## src/shared/tic_pkg.sv

```systemverilog
package tic_pkg;

    // -------------------------------------------------------------
    // Register addresses
    // -------------------------------------------------------------
    localparam logic [7:0] TIC_ADDR_CONTROL = 8'ha1;
    localparam logic [7:0] TIC_ADDR_FRACTION = 8'ha2;
    localparam logic [7:0] TIC_ADDR_SECONDS = 8'ha3;
    localparam logic [7:0] TIC_ADDR_MINUTES = 8'ha4;
    localparam logic [7:0] TIC_ADDR_HOURS = 8'ha5;
    localparam logic [7:0] TIC_ADDR_TARGET = 8'ha6;

    // -------------------------------------------------------------
    // Control register fields
    // -------------------------------------------------------------
    localparam int TIC_BIT_TB_EN = 0;
    localparam int TIC_BIT_IV_EN = 1;
    localparam int TIC_BIT_MATCH = 2;
    localparam int TIC_BIT_ONE_SHOT = 3;
    localparam int TIC_BIT_ITS_LO = 4;
    localparam int TIC_BIT_ITS_HI = 5;
    localparam int TIC_BIT_RSV6 = 6;
    localparam int TIC_BIT_RSV7 = 7;

    // -------------------------------------------------------------
    // Reset values
    // -------------------------------------------------------------
    localparam logic [7:0] TIC_RST_CONTROL = 8'h00;
    localparam logic [7:0] TIC_RST_TIME = 8'h00;
    localparam logic [7:0] TIC_RST_TARGET = 8'h00;
    localparam logic [7:0] TIC_RST_COUNT = 8'h00;

    // -------------------------------------------------------------
    // Counting limits of the time chain
    // -------------------------------------------------------------
    localparam int TIC_STAGES = 4;
    localparam logic [7:0] TIC_MAX_FRACTION = 8'h7f;
    localparam logic [7:0] TIC_MAX_SECONDS = 8'h3b;
    localparam logic [7:0] TIC_MAX_MINUTES = 8'h3b;
    localparam logic [7:0] TIC_MAX_HOURS = 8'h17;

    // -------------------------------------------------------------
    // Timebase select codes
    // -------------------------------------------------------------
    localparam logic [1:0] TIC_TB_TICK = 2'h0;
    localparam logic [1:0] TIC_TB_SECOND = 2'h1;
    localparam logic [1:0] TIC_TB_MINUTE = 2'h2;
    localparam logic [1:0] TIC_TB_HOUR = 2'h3;

endpackage
```

## src/hdl/tic_top.sv

```systemverilog
`timescale 1ns/1ps

// Notes on behaviour
// - timebase select: tick, second, minute, hour
// - one-shot timeout clears interval count enable
// - otherwise counter reloads and keeps counting
// - match sets sticky flag; only software clears
// - flag raises interrupt when outside enable active
// - count enable starts; clearing stops and zeroes
// - timebase enable gates tick to all counters
// - clearing timebase enable stops and clears registers
// - time registers writable while timebase disabled
// - fraction counts 0..127 each tick, carries
// - seconds count 0..59, carry to minutes
// - minutes count 0..59, carry to hours
// - hours count 0..23, no carry out
// - power-on clears time and target registers
// - interval steps on each tick or on selected register rollover
// - chain driven by always-running crystal tick
module tic_top (
    // Clock and reset
    input wire logic ref_clk,
    input wire logic rst,
    // Tick from the crystal domain, one pulse per 1/128 s
    input wire logic tick_128,
    // Register port
    input wire logic [7:0] sfr_addr,
    input wire logic sfr_wr,
    input wire logic [7:0] sfr_wdata,
    output logic [7:0] sfr_rdata,
    // Interrupt
    input wire logic interval_irq_enable,
    output logic interval_irq
);
    import tic_pkg::*;

    // -------------------------------------------------------------
    // State
    // -------------------------------------------------------------
    typedef struct packed {
        logic rsv7;
        logic rsv6;
        logic [1:0] timebase_sel;
        logic one_shot_mode;
        logic interval_match_flag;
        logic interval_count_enable;
        logic timebase_clock_enable;
        logic [7:0] interval_target;
        logic [7:0] interval_count;
        logic [7:0] rdata;
    } tic_state_s;

    tic_state_s st_reg;
    tic_state_s st_next;

    logic [7:0] ctrl_value;
    logic ctrl_wr;
    logic time_clear;
    logic tick_on;
    logic iv_step;
    logic [7:0] iv_inc;
    logic match_evt;
    logic [7:0] time_value [TIC_STAGES];
    logic time_step [TIC_STAGES];
    logic time_wrap [TIC_STAGES];
    logic time_load [TIC_STAGES];
    logic [7:0] time_max [TIC_STAGES];

    // -------------------------------------------------------------
    // Decode and gating
    // -------------------------------------------------------------
    assign ctrl_wr = sfr_wr && (sfr_addr == TIC_ADDR_CONTROL);
    // Falling timebase enable clears the chain
    assign time_clear = ctrl_wr && st_reg.timebase_clock_enable
                        && !sfr_wdata[TIC_BIT_TB_EN];
    // Crystal tick reaches the chain only when enabled
    assign tick_on = tick_128 && st_reg.timebase_clock_enable;

    assign time_max[0] = TIC_MAX_FRACTION;
    assign time_max[1] = TIC_MAX_SECONDS;
    assign time_max[2] = TIC_MAX_MINUTES;
    assign time_max[3] = TIC_MAX_HOURS;

    // -------------------------------------------------------------
    // Time-of-day chain
    // -------------------------------------------------------------
    for (genvar i = 0; i < TIC_STAGES; i++)
    begin : g_stage
        if (i == 0)
        begin : g_first
            assign time_step[i] = tick_on;
        end
        else
        begin : g_carry
            assign time_step[i] = time_wrap[i-1];
        end
        // Preload only while the timebase is off
        assign time_load[i] = sfr_wr && !st_reg.timebase_clock_enable
            && (sfr_addr == TIC_ADDR_FRACTION + 8'(i));
        tic_wrap_counter #(
            .WIDTH(8),
            .MAX_VALUE(i == 0 ? TIC_MAX_FRACTION :
                       i == 1 ? TIC_MAX_SECONDS :
                       i == 2 ? TIC_MAX_MINUTES : TIC_MAX_HOURS)
        ) tic_wrap_counter_inst (
            .ref_clk(ref_clk),
            .rst(rst),
            .clear(time_clear),
            .load(time_load[i]),
            .load_value(sfr_wdata),
            .step(time_step[i]),
            .value(time_value[i]),
            .wrap(time_wrap[i])
        );

        // Each stage rolls to zero from its own limit and pulses its wrap output
        stage_wrap_a: assert property (
            @(posedge ref_clk) disable iff (rst)
            time_step[i] && !time_clear && !time_load[i]
            && time_value[i] == time_max[i]
            |-> time_wrap[i] ##1 time_value[i] == 8'h00)
            else $error("time stage did not roll over");
    end

    // -------------------------------------------------------------
    // Interval step source and match
    // -------------------------------------------------------------
    // Pick the tick or rollover that paces the interval counter
    always_comb
    begin
        case (st_reg.timebase_sel)
            TIC_TB_TICK: iv_step = tick_on;
            TIC_TB_SECOND: iv_step = time_wrap[0];
            TIC_TB_MINUTE: iv_step = time_wrap[1];
            TIC_TB_HOUR: iv_step = time_wrap[2];
            default: iv_step = 1'b0;
        endcase
    end

    // Compare with the live target, no restart needed
    assign iv_inc = st_reg.interval_count + 8'h01;
    assign match_evt = iv_step && st_reg.interval_count_enable
                       && (iv_inc == st_reg.interval_target);

    // -------------------------------------------------------------
    // Next state
    // -------------------------------------------------------------
    always_comb
    begin
        st_next = st_reg;
        // Interval counter advance, reload or one-shot stop
        if (st_reg.interval_count_enable && iv_step)
        begin
            if (match_evt)
            begin
                st_next.interval_count = TIC_RST_COUNT;
                if (st_reg.one_shot_mode)
                    st_next.interval_count_enable = 1'b0;
            end
            else
            begin
                st_next.interval_count = iv_inc;
            end
        end
        if (match_evt)
            st_next.interval_match_flag = 1'b1;
        // Software write to control; a same-cycle match still sets flag
        if (ctrl_wr)
        begin
            st_next.rsv7 = sfr_wdata[TIC_BIT_RSV7];
            st_next.rsv6 = sfr_wdata[TIC_BIT_RSV6];
            st_next.timebase_sel = sfr_wdata[TIC_BIT_ITS_HI:TIC_BIT_ITS_LO];
            st_next.one_shot_mode = sfr_wdata[TIC_BIT_ONE_SHOT];
            st_next.interval_match_flag = sfr_wdata[TIC_BIT_MATCH]
                                          || match_evt;
            st_next.interval_count_enable = sfr_wdata[TIC_BIT_IV_EN];
            st_next.timebase_clock_enable = sfr_wdata[TIC_BIT_TB_EN];
        end
        // Disabled counter holds zero timebase off clears it too
        if (!st_next.interval_count_enable || time_clear)
            st_next.interval_count = TIC_RST_COUNT;
        // Target takes any 8-bit value
        if (sfr_wr && sfr_addr == TIC_ADDR_TARGET)
            st_next.interval_target = sfr_wdata;
        // Read data register follows the address
        if (sfr_addr == TIC_ADDR_CONTROL)
            st_next.rdata = ctrl_value;
        else if (sfr_addr == TIC_ADDR_FRACTION)
            st_next.rdata = time_value[0];
        else if (sfr_addr == TIC_ADDR_SECONDS)
            st_next.rdata = time_value[1];
        else if (sfr_addr == TIC_ADDR_MINUTES)
            st_next.rdata = time_value[2];
        else if (sfr_addr == TIC_ADDR_HOURS)
            st_next.rdata = time_value[3];
        else if (sfr_addr == TIC_ADDR_TARGET)
            st_next.rdata = st_reg.interval_target;
        else
            st_next.rdata = 8'h00;
    end

    // Control register as read back
    assign ctrl_value = {st_reg.rsv7, st_reg.rsv6, st_reg.timebase_sel,
                         st_reg.one_shot_mode, st_reg.interval_match_flag,
                         st_reg.interval_count_enable,
                         st_reg.timebase_clock_enable};

    // -------------------------------------------------------------
    // State register
    // -------------------------------------------------------------
    always_ff @(posedge ref_clk)
    begin
        if (rst)
        begin
            st_reg <= '0;
            st_reg.interval_target <= TIC_RST_TARGET;
            {st_reg.rsv7, st_reg.rsv6, st_reg.timebase_sel,
             st_reg.one_shot_mode, st_reg.interval_match_flag,
             st_reg.interval_count_enable,
             st_reg.timebase_clock_enable} <= TIC_RST_CONTROL;
        end
        else
        begin
            st_reg <= st_next;
        end
    end

    // Outputs
    assign sfr_rdata = st_reg.rdata;
    // Interrupt request gated by the outside enable
    assign interval_irq = st_reg.interval_match_flag && interval_irq_enable;

    // -------------------------------------------------------------
    // Checks
    // -------------------------------------------------------------
    match_sets_flag_a: assert property (
        @(posedge ref_clk) disable iff (rst)
        match_evt |=> st_reg.interval_match_flag)
        else $error("match did not set the flag");

    flag_sticky_a: assert property (
        @(posedge ref_clk) disable iff (rst)
        st_reg.interval_match_flag && !ctrl_wr
        |=> st_reg.interval_match_flag)
        else $error("flag cleared without software");

    one_shot_stop_a: assert property (
        @(posedge ref_clk) disable iff (rst)
        match_evt && st_reg.one_shot_mode && !ctrl_wr
        |=> !st_reg.interval_count_enable && st_reg.interval_count == 8'h00)
        else $error("one-shot did not stop counting");

    auto_reload_a: assert property (
        @(posedge ref_clk) disable iff (rst)
        match_evt && !st_reg.one_shot_mode && !ctrl_wr && !time_clear
        |=> st_reg.interval_count_enable && st_reg.interval_count == 8'h00)
        else $error("auto-reload did not restart");

    count_zero_a: assert property (
        @(posedge ref_clk) disable iff (rst)
        !st_reg.interval_count_enable |-> st_reg.interval_count == 8'h00)
        else $error("disabled counter not zero");

    irq_follows_a: assert property (
        @(posedge ref_clk) disable iff (rst)
        match_evt && interval_irq_enable ##1 interval_irq_enable
        |-> interval_irq)
        else $error("interrupt not raised on match");

    chain_cleared_a: assert property (
        @(posedge ref_clk) disable iff (rst)
        time_clear |=> time_value[0] == 8'h00 && time_value[1] == 8'h00
        && time_value[2] == 8'h00 && time_value[3] == 8'h00)
        else $error("time registers not cleared");

    chain_frozen_a: assert property (
        @(posedge ref_clk) disable iff (rst)
        !st_reg.timebase_clock_enable && !sfr_wr
        |=> $stable(time_value[0]) && $stable(st_reg.interval_count))
        else $error("chain moved while disabled");

    fraction_wrap_a: assert property (
        @(posedge ref_clk) disable iff (rst)
        tick_on && !sfr_wr && time_value[0] == 8'h7f
        && time_value[1] == 8'h00
        |=> time_value[0] == 8'h00 && time_value[1] == 8'h01)
        else $error("fraction did not carry");

    hour_wrap_a: assert property (
        @(posedge ref_clk) disable iff (rst)
        time_step[3] && !sfr_wr && time_value[3] == 8'h17
        |=> time_value[3] == 8'h00)
        else $error("hours did not wrap at 23");

    tick_step_a: assert property (
        @(posedge ref_clk) disable iff (rst)
        st_reg.interval_count_enable && !ctrl_wr && tick_on
        && st_reg.timebase_sel == TIC_TB_TICK && !match_evt
        |=> st_reg.interval_count == $past(st_reg.interval_count) + 8'h01)
        else $error("interval count missed a tick");

    slow_hold_a: assert property (
        @(posedge ref_clk) disable iff (rst)
        st_reg.interval_count_enable && !ctrl_wr && !time_wrap[0]
        && st_reg.timebase_sel != TIC_TB_TICK
        |=> $stable(st_reg.interval_count))
        else $error("slow timebase stepped without rollover");

    preload_a: assert property (
        @(posedge ref_clk) disable iff (rst)
        sfr_wr && !st_reg.timebase_clock_enable
        && sfr_addr == TIC_ADDR_MINUTES
        |=> time_value[2] == $past(sfr_wdata))
        else $error("preload write not accepted");

    preload_refused_a: assert property (
        @(posedge ref_clk) disable iff (rst)
        sfr_wr && st_reg.timebase_clock_enable && !tick_on
        && sfr_addr == TIC_ADDR_SECONDS
        |=> $stable(time_value[1]))
        else $error("time written while running");

    flag_cause_a: assert property (
        @(posedge ref_clk) disable iff (rst)
        !st_reg.interval_match_flag && !match_evt && !ctrl_wr
        |=> !st_reg.interval_match_flag)
        else $error("flag set without a match");

    irq_gated_a: assert property (
        @(posedge ref_clk) disable iff (rst)
        !interval_irq_enable || !st_reg.interval_match_flag
        |-> !interval_irq)
        else $error("interrupt raised without enable and flag");

    // Reset is watched itself, so this check has no disable
    reset_clear_a: assert property (
        @(posedge ref_clk)
        rst |=> st_reg.interval_target == TIC_RST_TARGET
        && time_value[3] == TIC_RST_TIME && ctrl_value == TIC_RST_CONTROL)
        else $error("reset left a register set");

endmodule

```

## src/hdl/tic_wrap_counter.sv

```systemverilog
`timescale 1ns/1ps

// One stage of the time-of-day chain: counts 0..MAX_VALUE, then wraps
module tic_wrap_counter #(
    parameter int WIDTH = 8,
    parameter logic [7:0] MAX_VALUE = 8'h7f
) (
    // Clock and reset
    input wire logic ref_clk,
    input wire logic rst,
    // Control
    input wire logic clear,
    input wire logic load,
    input wire logic [WIDTH-1:0] load_value,
    input wire logic step,
    // Result
    output logic [WIDTH-1:0] value,
    output logic wrap
);
    import tic_pkg::*;

    typedef struct packed {
        logic [WIDTH-1:0] count;
    } tic_stage_s;

    tic_stage_s st_reg;
    tic_stage_s st_next;

    // Refuse limits that the counter width cannot hold
    if (WIDTH < 1 || WIDTH > 8 || int'(MAX_VALUE) >= (1 << WIDTH))
    begin : bad_param
        $error("tic_wrap_counter: MAX_VALUE does not fit WIDTH");
    end

    // Wrap pulse marks the step that rolls over to zero
    assign wrap = step && !clear && !load
                  && (st_reg.count == MAX_VALUE[WIDTH-1:0]);
    assign value = st_reg.count;

    // Clear beats load, load beats the step
    always_comb
    begin
        st_next = st_reg;
        if (clear)
        begin
            st_next.count = '0;
        end
        else if (load)
        begin
            st_next.count = load_value;
        end
        else if (step)
        begin
            if (st_reg.count == MAX_VALUE[WIDTH-1:0])
                st_next.count = '0;
            else
                st_next.count = st_reg.count + 1'b1;
        end
    end

    // State register
    always_ff @(posedge ref_clk)
    begin
        if (rst)
            st_reg.count <= TIC_RST_TIME[WIDTH-1:0];
        else
            st_reg <= st_next;
    end

endmodule

```

## config.mk

```make
export PLATFORM = sky130hd
export DESIGN_NAME = tic_top
export DESIGN_NICKNAME = d
export VERILOG_FILES = /design/src/shared/tic_pkg.sv /design/src/hdl/tic_top.sv /design/src/hdl/tic_wrap_counter.sv
export SDC_FILE = /design/constraint.sdc
export NUM_CORES = 1
export LEC_CHECK = 0
export ABC_CLOCK_PERIOD_IN_PS = 8000
export CORE_MARGIN = 5
export CORE_UTILIZATION = 45
export CTS_CLUSTER_SIZE = 10
export DETAILED_ROUTE_END_ITERATION = 12
export DONT_BUFFER_PORTS = 1
export PLACE_DENSITY_LB_ADDON = 0.08
export SKIP_LAST_GASP = 1
export SYNTH_ARGS = -nofsm -noshare
export SYNTH_HDL_FRONTEND = slang
export SYNTH_HIERARCHICAL = 1
export SYNTH_SLANG_ARGS = --single-unit
```

## constraint.sdc

```tcl
create_clock -name ref_clk -period 8 [get_ports ref_clk]
set_input_delay 1.6 -clock ref_clk [delete_from_list [all_inputs] [get_ports ref_clk]]
set_output_delay 1.6 -clock ref_clk [all_outputs]
set_load 0.03 [all_outputs]
```

# Word-level counts from Yosys, hierarchy flattened
# Index checks and enable logic that the tools add are counted.
# totals
ff_bits,64
latchBits,0
mem_bits_rw,0
rom_bits,0
wordCells,97
mem_count,0
# op_classes
n_addsub,5
n_mul,0
div_mod_pow,0
n_lt_le_gt_ge,0
eq_ne,14
n_shift,0
mux,25
n_bitwise,0
reduce_logical,39
# op_table
op,n
two-way mux 8 bit,19
"== test 8 bit, second input constant",6
"adder 8 x 1 -> 8 bit, second input constant",5
logical AND 1 bit,22
"== test 8 x 6 -> 1 bit, second input constant",2
nonzero test 2 bit,5
"== test 8 x 5 -> 1 bit, second input constant",1
"== test 8 x 7 -> 1 bit, second input constant",1
== test 8 bit,1
zero test 1 bit,7
"== test 2 bit, second input constant",2
two-way mux 1 bit,4
one-hot mux 1 bit (4 select lines),1
OR reduction 2 bit,2
two-way mux 3 bit,1
"== test 2 x 1 -> 1 bit, second input constant",1
zero test 2 bit,1
logical OR 1 bit,2

# Logic depth before layout (Yosys ltp)
# Gate-level depths: netlist of run 1.
# logic_depth
depth_word,23
ltp_mapped,22
ltp_nobuf,17

# By module
# The synthesis of run 1 kept the hierarchy.
# by_module_without_submodules
mod,n_inst,cells_per_inst,area_each_um2,seq_area_each_um2
tic_top,1,236,2042.0,640.6
tic_wrap_counter at g_stage[1].tic_wrap_counter_inst ...,2,64,574.3,160.2
tic_wrap_counter at g_stage[3].tic_wrap_counter_inst,1,62,503.0,160.2
tic_wrap_counter at g_stage[0].tic_wrap_counter_inst,1,58,493.0,160.2

# Least setup slack after synthesis of run 1
# No wires, ideal clock.
# synth_timing
kind,input port to flip-flop
start,in sfr_addr[5]
end,"reg st_reg, in the netlist ctrl_value[1]"
setup_ps,79
arrival_time_ps,5588
slack_ps,2333
path_stages,20
path_buffers,4
cell_sequence,nor4bb_1 > nand4b_1 > buf_1 > nor2_1 > nor4bb_1 > buf_6 > nand2_1 > nor2_1 > nor4b_1 > buf_6 > nand2_1 > nor2_1 > nor4b_1 > mux2i_1 > nand2_1 > o211a_1 > buf_2 > nand4_2 > o31a_1 > a211oi_2
# synth_lines
item,line_no,text
start: declaration,tic_top.sv:27,"input wire logic [7:0] sfr_addr,"
end signal: assignment,tic_top.sv:224,st_reg <= st_next;
end: declaration,tic_top.sv:53,tic_state_s st_reg;

==> impl_metrics.toml, run 1 <==
[routing]
avgViaCountPerCell = 5.93
met1_length_um = 5210
ant_nets = 0
drt_first_iter_violations = 209
vias = 3420
met2_length_um = 5100
drc_errors = 0
met3WireLength_um = 671
dr.max_layer_used = "met4"
drt_pass1_iterations = 5
wl_per_cell_um = 19.1
drt-total-wl_um = 11000

[grt]
track_usage = 0.197
antenna_found_initial = 0
gr-total-overflow = 0
grt_pass1_wl_um = 17500
grt_pass1_vias = 3205
grt_max_degree = 35

[cts]
ctsResizeCount = 0
path_clk_slew_ns = 0.06
cts_hold_buf = 0
postCtsSetupBuffers = 0
clock_latency_ns = 0.34
cts_buffer_depth = 2
cts.sinks = 64
cts_tree = "done"
cts_root_buf = "clkbuf_8"
cts_buffers = 9
h-tree-depth = 3

[setup_path]
path_cells = "nor4bb_1 -> nor2b_1 -> nand2_1 -> nor4_2 -> buf_4 -> nor4bb_1 -> buf_4 -> nand2_1 -> nor2_1 -> nor4b_2 -> nand2_1 -> nor2_1 -> nor4b_2 -> mux2i_1 -> nand2_1 -> o211a_1 -> nand4_2 -> o31a_1 -> a211oi_2"
crit_slowest_cell = "nor4b_2"
worstPathMaxFanout = 14
critPathKind = "in -> reg"
crit_path_end_kind = "flip-flop"
worstPathArrival_ns = 6.67
max_stage_delay_ns = 0.81
worstPathRequired_ns = 8.25
path_common_cell = "nand2_1"
cpLargestDelayFamily = "simple AND/OR/NAND/NOR gates"
cp-start-kind = "input port"
crit_buf_inv = 2
rrSetupSlack_ns = 2.59

[synthesis]
synth_cells = 483
avgSynthCellArea_um2 = 8.66
synthesis.nets = 509
ys_warn_count = 6
syn_area_um2 = 4180

[layout]
largest_register_ffs = 32
fillers = 907
layout_commonest_cell = "dfxtp_1"
antenna_cells = 0
postLayoutCellArea_um2 = 4380
seqCellArea_um2 = 1280
post-route-util = 0.478
multi_input_area_um2 = 2590
drive_above_1_share = 0.133
instances_no_fill = 577
final_cell_mix = "64 x dfxtp_1, 55 x nor2_1, 34 x nand2_1, 21 x xor2_1"
layout.nets = 487
area_growth_pct = 4.67

[floorplan]
io_pins = 30
start_util = 0.457
die_w_um = 106
die_h_um = 106
rows = 35
die-area_um2 = 11300
core_um2 = 9150

[power]
power_density_nw_per_um2 = 167
power.leakage_nw = 1.53
vdd_drop_max_v = 0.000107
total_power_mw = 0.730

[hold_path]
hp-class = "reg -> reg"

[sta]
skew_ns = 0.0151
finalMaxSlewViolations = 0
min_period_ns = 6.42
rsz0062_at_grt = "false"
whs_ns = 0.510
worst_pin_slew_ns = 0.988
clock.fmax_mhz = 156
setup_ws_ns = 1.58
max-slew-margin-rel = 0.339
fin_setup_tns_ns = 0
finalCritPeriodShare = 0.803
hold_viol = 0
finalSetupViolCount = 0

[place]
dp_slack_ns = 1.28
place_inst = 561
portBuffers = 0
dpl_cell_area_um2 = 4090
place_congestion = 0.862
hpwl_um = 7920

[status]
status = "finished clean"

[run]
drv_cap = 0
per-layer routing:
metal  GRT usage  vias to the layer above
met2       0.322                       83
met4      0.0361                        0
li1            -                     1693
met5           0                        -
met3      0.0546                        7
met1       0.262                     1637
final timing paths:
| kind | start | endpoint | cells after the start |
|---|---|---|---|
| min | ctrl_value[7] | ctrl_value[7] | 2 |
| max reg2reg | ctrl_value[0] | ctrl_value[1] | 15 |
| max | sfr_addr[5] | ctrl_value[1] | 19 |
| min reg2reg | ctrl_value[7] | ctrl_value[7] | 2 |
where the power goes:
part           internal [mW]  switching, mW  leakage (nW)
clock network          0.270          0.130         0.140
logic                0.00512        0.00629         0.872
registers              0.319       0.000582         0.515
total                  0.594          0.137          1.53
tightest hold or removal path, stage by stage, from the launching register on:
cell and delay [ns]:
dfxtp_1 0.33, mux2i_1 0.07, nor2_1 0.07
area by class of cell:
class                           instances  area share
Sequential cell                        64       0.293
Multi-Input combinational cell        370       0.593
Timing Repair Buffer                    5     0.00858
Inverter                               11     0.00943
Clock inverter                          6      0.0354
Tap cell                              111      0.0317
Clock buffer                           10      0.0292
(Power assumes the default switching activity.)
==> run 2: changes to the inputs <==
--- a/config.mk
+++ b/config.mk
@@ -5,7 +5,7 @@
 export SDC_FILE = /design/constraint.sdc
 export NUM_CORES = 1
 export LEC_CHECK = 0
-export ABC_CLOCK_PERIOD_IN_PS = 8000
+export ABC_CLOCK_PERIOD_IN_PS = 6300
 export CORE_MARGIN = 5
 export CORE_UTILIZATION = 45
 export CTS_CLUSTER_SIZE = 10
==> constraint.sdc (replaced) <==
create_clock -name ref_clk -period 6.3 [get_ports ref_clk]
set_input_delay 1.26 -clock ref_clk [delete_from_list [all_inputs] [get_ports ref_clk]]
set_output_delay 1.26 -clock ref_clk [all_outputs]
set_load 0.03 [all_outputs]
==> run 2 against run 1 <==
Wire length increased by 0.13%. Global-route usage increased by 0.33 points. Clock power decreased by 13%. Utilization decreased by 0.79 points. Register-to-register slack got worse by 0.60 ns. Sequential cell count unchanged. Largest cell class unchanged.
==> impl_metrics.toml, run 2 (synthesis gave the netlist of run 1 again) <==
[sta]
rsz0062_at_grt = "false"
min_period_ns = 5.09
fin_setup_tns_ns = 0
clock.fmax_mhz = 196
max-slew-margin-rel = 0.549
worst_pin_slew_ns = 0.677
hold_viol = 0
finalMaxSlewViolations = 0
setup_ws_ns = 1.21
skew_ns = 0.0108
finalCritPeriodShare = 0.808
finalSetupViolCount = 0

[layout]
fillers = 924
drive_above_1_share = 0.135
instances_no_fill = 579
seqCellArea_um2 = 1280
area_growth_pct = 2.93
multi_input_area_um2 = 2590
postLayoutCellArea_um2 = 4300
layout_commonest_cell = "dfxtp_1"
antenna_cells = 0
largest_register_ffs = 32
final_cell_mix = "64 x dfxtp_1, 55 x nor2_1, 34 x nand2_1, 21 x xor2_1"
layout.nets = 490

[setup_path]
rrSetupSlack_ns = 1.99
worstPathArrival_ns = 5.37
cp-start-kind = "input port"
crit_path_end_kind = "flip-flop"
worstPathRequired_ns = 6.57
startpoint = "sfr_addr[3]"
worst_r2r_endpoint = "st_reg[10]"
r2r_cells = 17
worstPathMaxFanout = 14
r2r_start = "ctrl_value[0]"
critPathKind = "in -> reg"

[routing]
drt_pass1_iterations = 5
avgViaCountPerCell = 6.00
dr.max_layer_used = "met4"
met1_length_um = 5350
ant_nets = 0
met2_length_um = 4740
met3WireLength_um = 701
drc_errors = 0
wl_per_cell_um = 19.1
vias = 3475
drt-total-wl_um = 11100
drt_first_iter_violations = 222

[floorplan]
rows = 35
die_w_um = 106
die-area_um2 = 11300
io_pins = 30
die_h_um = 106
start_util = 0.457
core_um2 = 9150

[power]
total_power_mw = 0.770
vdd_drop_max_v = 0.0000885
comb_power_share = 0.019
clkPwrFrac = 0.454
p_seq_frac = 0.526
p_sw_mw = 0.168
power_density_nw_per_um2 = 179
power.leakage_nw = 1.49
p_int_mw = 0.602
switching_share = 0.218

[hold_path]
hp-class = "reg -> reg"
holdCritStartpoint = "ctrl_value[7]"
whs_endpoint = "ctrl_value[7]"
holdPathStages = 2

[cts]
cts_tree = "done"
ctsResizeCount = 0
postCtsSetupBuffers = 0
path_clk_slew_ns = 0.07
h-tree-depth = 3
cts_buffer_depth = 2
cts_root_buf = "clkbuf_8"
cts_hold_buf = 0
clock_latency_ns = 0.34
cts_buffers = 9
cts.sinks = 64

[grt]
grt_pass1_vias = 3272
grt_max_degree = 35
antenna_found_initial = 0
track_usage = 0.200
grt_pass1_wl_um = 17700
gr-total-overflow = 0

[place]
portBuffers = 0
hpwl_um = 7770
place_congestion = 0.846
dpl_cell_area_um2 = 4120
dp_slack_ns = 0.965
place_inst = 564

[status]
status = "finished clean"

[run]
drv_cap = 0
run 2: changes by cell type in the layout (fill, tap and decap cells not counted), sizes merged:
cell / previous run / this run
buf: 5 / 8
clkbuf: 10 / 12
bufinv: 5 / 1
clkinvlp: 0 / 1
run 2: area by class of cell:
type                    count  area share
clock buffers              12      0.0337
clock inverters             3     0.00988
inverters                  11     0.00959
multi-input cells         370       0.603
flip-flops and latches     64       0.298
well taps                 111      0.0323
repair buffers              8      0.0140
run 2: worst max path at each step:
stage | end
floorplan | ctrl_value[1]
global placement | st_reg[15]
detailed placement | st_reg[10]
CTS | st_reg[10]
global route | st_reg[10]
finish | st_reg[10]
run 2: critical path, cell delays in order:
cell      delay (ns)
nor4bb_1        0.35
nor2b_1         0.56
nand2_1         0.27
nor4_2          0.31
buf_4           0.25
nor4bb_1        0.08
buf_4           0.17
nand2_1         0.11
nor2_1          0.07
nor4b_2         0.18
buf_4           0.17
nand2_1         0.11
nor2_1          0.06
nor4b_2         0.17
buf_4           0.21
mux2i_1         0.14
nand2_1         0.07
o211a_1         0.26
nand4_2         0.20
o211ai_2        0.20
nor2_1          0.15
run 2: routing by layer:
metal	track usage	vias up
met4	0.0796	0
met3	0.0407	21
met2	0.304	105
li1	-	1704
met1	0.277	1645
met5	0	-
run 2: stage by stage:
| step | hold slack [ns] | util |
|---|---|---|
| global route | 0.551 | 0.470 |
| detailed placement | 0.505 | 0.450 |
| CTS | 0.521 | 0.470 |
| global placement | 0.480 | 0.450 |
| floorplan | 0.464 | - |
| finish | 0.513 | 0.470 |
run 2: power groups by stage:
stage	sequential [mW]	clock, mW	combinational (mW)
final	0.405	0.350	0.0149
after global routing	0.405	0.375	0.0164
after CTS	0.405	0.358	0.0147
after detailed placement	0.415	0	0.0146
after global placement	0.415	0	0.0144
after floorplan	0.414	0	0.0188
==> run 3: changes to the inputs <==
--- a/config.mk
+++ b/config.mk
@@ -5,7 +5,8 @@
 export SDC_FILE = /design/constraint.sdc
 export NUM_CORES = 1
 export LEC_CHECK = 0
-export ABC_CLOCK_PERIOD_IN_PS = 6300
+export ABC_AREA = 1
+export ABC_CLOCK_PERIOD_IN_PS = 4300
 export CORE_MARGIN = 5
 export CORE_UTILIZATION = 45
 export CTS_CLUSTER_SIZE = 10
==> constraint.sdc (replaced) <==
create_clock -name ref_clk -period 4.3 [get_ports ref_clk]
set_input_delay 0.86 -clock ref_clk [delete_from_list [all_inputs] [get_ports ref_clk]]
set_output_delay 0.86 -clock ref_clk [all_outputs]
set_load 0.03 [all_outputs]
==> run 3 against run 2 <==
Critical path depth increased by 3. Synthesized area rose by 0.66%. Combinational power up 68%. Utilization is 2.1 points higher. Final cell count is 30% higher. Clock-buffer cell count shrank 3. Register-to-register slack got worse by 0.96 ns. Clock skew barely moved. Sequential cell count stayed put. Setup slack got worse by 0.35 ns. First-iteration DRC count fell by 12%. Via count up 19%. Largest cell class unchanged.
==> impl_metrics.toml, run 3 <==
[status]
status = "finished clean"

[cts]
path_clk_slew_ns = 0.08
postCtsSetupBuffers = 0
cts_tree = "done"
cts_buffer_depth = 2
cts_hold_buf = 0
cts.sinks = 64
h-tree-depth = 3
cts_root_buf = "clkbuf_8"
clock_latency_ns = 0.35
cts_buffers = 9
ctsResizeCount = 0

[floorplan]
rows = 35
io_pins = 30
die_h_um = 107
die_w_um = 107
die-area_um2 = 11400
core_um2 = 9200
start_util = 0.458

[grt]
grt_pass1_vias = 3925
track_usage = 0.225
grt_max_degree = 17
grt_pass1_wl_um = 20100
antenna_found_initial = 0
gr-total-overflow = 0

[power]
vdd_drop_max_v = 0.000181
total_power_mw = 1.21
power_density_nw_per_um2 = 267
power.leakage_nw = 1.62

[sta]
max-slew-margin-rel = 0.508
clock.fmax_mhz = 291
finalCritPeriodShare = 0.800
whs_ns = 0.469
setup_ws_ns = 0.860
rsz0062_at_grt = "false"
fin_setup_tns_ns = 0
skew_ns = 0.0104
min_period_ns = 3.44
worst_pin_slew_ns = 0.735
finalMaxSlewViolations = 0
finalSetupViolCount = 0
hold_viol = 0

[routing]
drc_errors = 0
drt_pass1_iterations = 5
vias = 4141
ant_nets = 0
drt_first_iter_violations = 196
avgViaCountPerCell = 5.52
drt-total-wl_um = 12300
wl_per_cell_um = 16.3

[place]
place_inst = 734
hpwl_um = 9430
dp_slack_ns = 0.521
place_congestion = 0.878
portBuffers = 0
dpl_cell_area_um2 = 4300

[layout]
instances_no_fill = 750
postLayoutCellArea_um2 = 4520
post-route-util = 0.492
antenna_cells = 0
largest_register_ffs = 32
drive_above_1_share = 0.150
layout_commonest_cell = "nand2_1"
layout.nets = 660
final_cell_mix = "149 x nand2_1, 72 x inv_1, 64 x dfxtp_1, 59 x nor2_1, 51 x nand3_1"
area_growth_pct = 7.43

[setup_path]
worstPathArrival_ns = 3.69
crit_path_end_kind = "flip-flop"
cp-start-kind = "input port"
critPathKind = "in -> reg"
worstPathRequired_ns = 4.55
worstPathMaxFanout = 7

[synthesis]
synth_cells = 635
ys_warn_count = 6
avgSynthCellArea_um2 = 6.63
syn_area_um2 = 4210
synthesis.nets = 661

[hold_path]
hp-class = "reg -> reg"

[run]
drv_cap = 0
-- run 3: worst paths after layout --
check | endpoint | startpoint | slack, ns | depth (start not counted)
min | ctrl_value[7] | ctrl_value[7] | 0.47 | 2
max reg2reg | st_reg[12] | g_stage[0].tic_wrap_counter_inst/value[0] | 1.03 | 21
min reg2reg | ctrl_value[7] | ctrl_value[7] | 0.47 | 2
max | st_reg[12] | sfr_addr[6] | 0.86 | 24
-- run 3: power by group --
part / leakage (nW) / internal [mW] / switching (mW) / total (mW)
clock: 0.110 / 0.332 / 0.258 / 0.591
sequential: 0.515 / 0.593 / 0.00107 / 0.594
combinational: 0.998 / 0.00658 / 0.0184 / 0.0250
-- run 3: cell type report --
class	instances	area (µm²)
clock buffer	9	124
inverter	83	313
multi-input combinational	464	2470
tap	111	139
clock inverter	7	103
timing repair buffer	12	90.1
fill	946	4670
sequential	64	1280
-- run 3: layer usage --
metal,up-vias,wire (µm),GRT usage
li1,2091,-,-
met1,1909,5430,0.287
met2,119,5770,0.374
met3,22,749,0.0602
met4,0,318,0.0630
met5,-,0,0
-- run 3: critical path: stages --
cell	delay (ns)
nor2_1	0.02
nand3_1	0.23
nor3_4	0.06
nand2_2	0.07
nor2_1	0.05
nand2_1	0.13
inv_1	0.08
nor3_1	0.26
nand2_1	0.17
nor3_2	0.20
nand2_1	0.13
nor3_2	0.18
buf_4	0.18
inv_1	0.04
nand2_1	0.05
nand2_1	0.05
a21oi_1	0.18
nand2_1	0.07
nor2_1	0.15
nand3_2	0.18
nand2_4	0.13
nor2_1	0.04
nor2_1	0.09
nor2_1	0.05
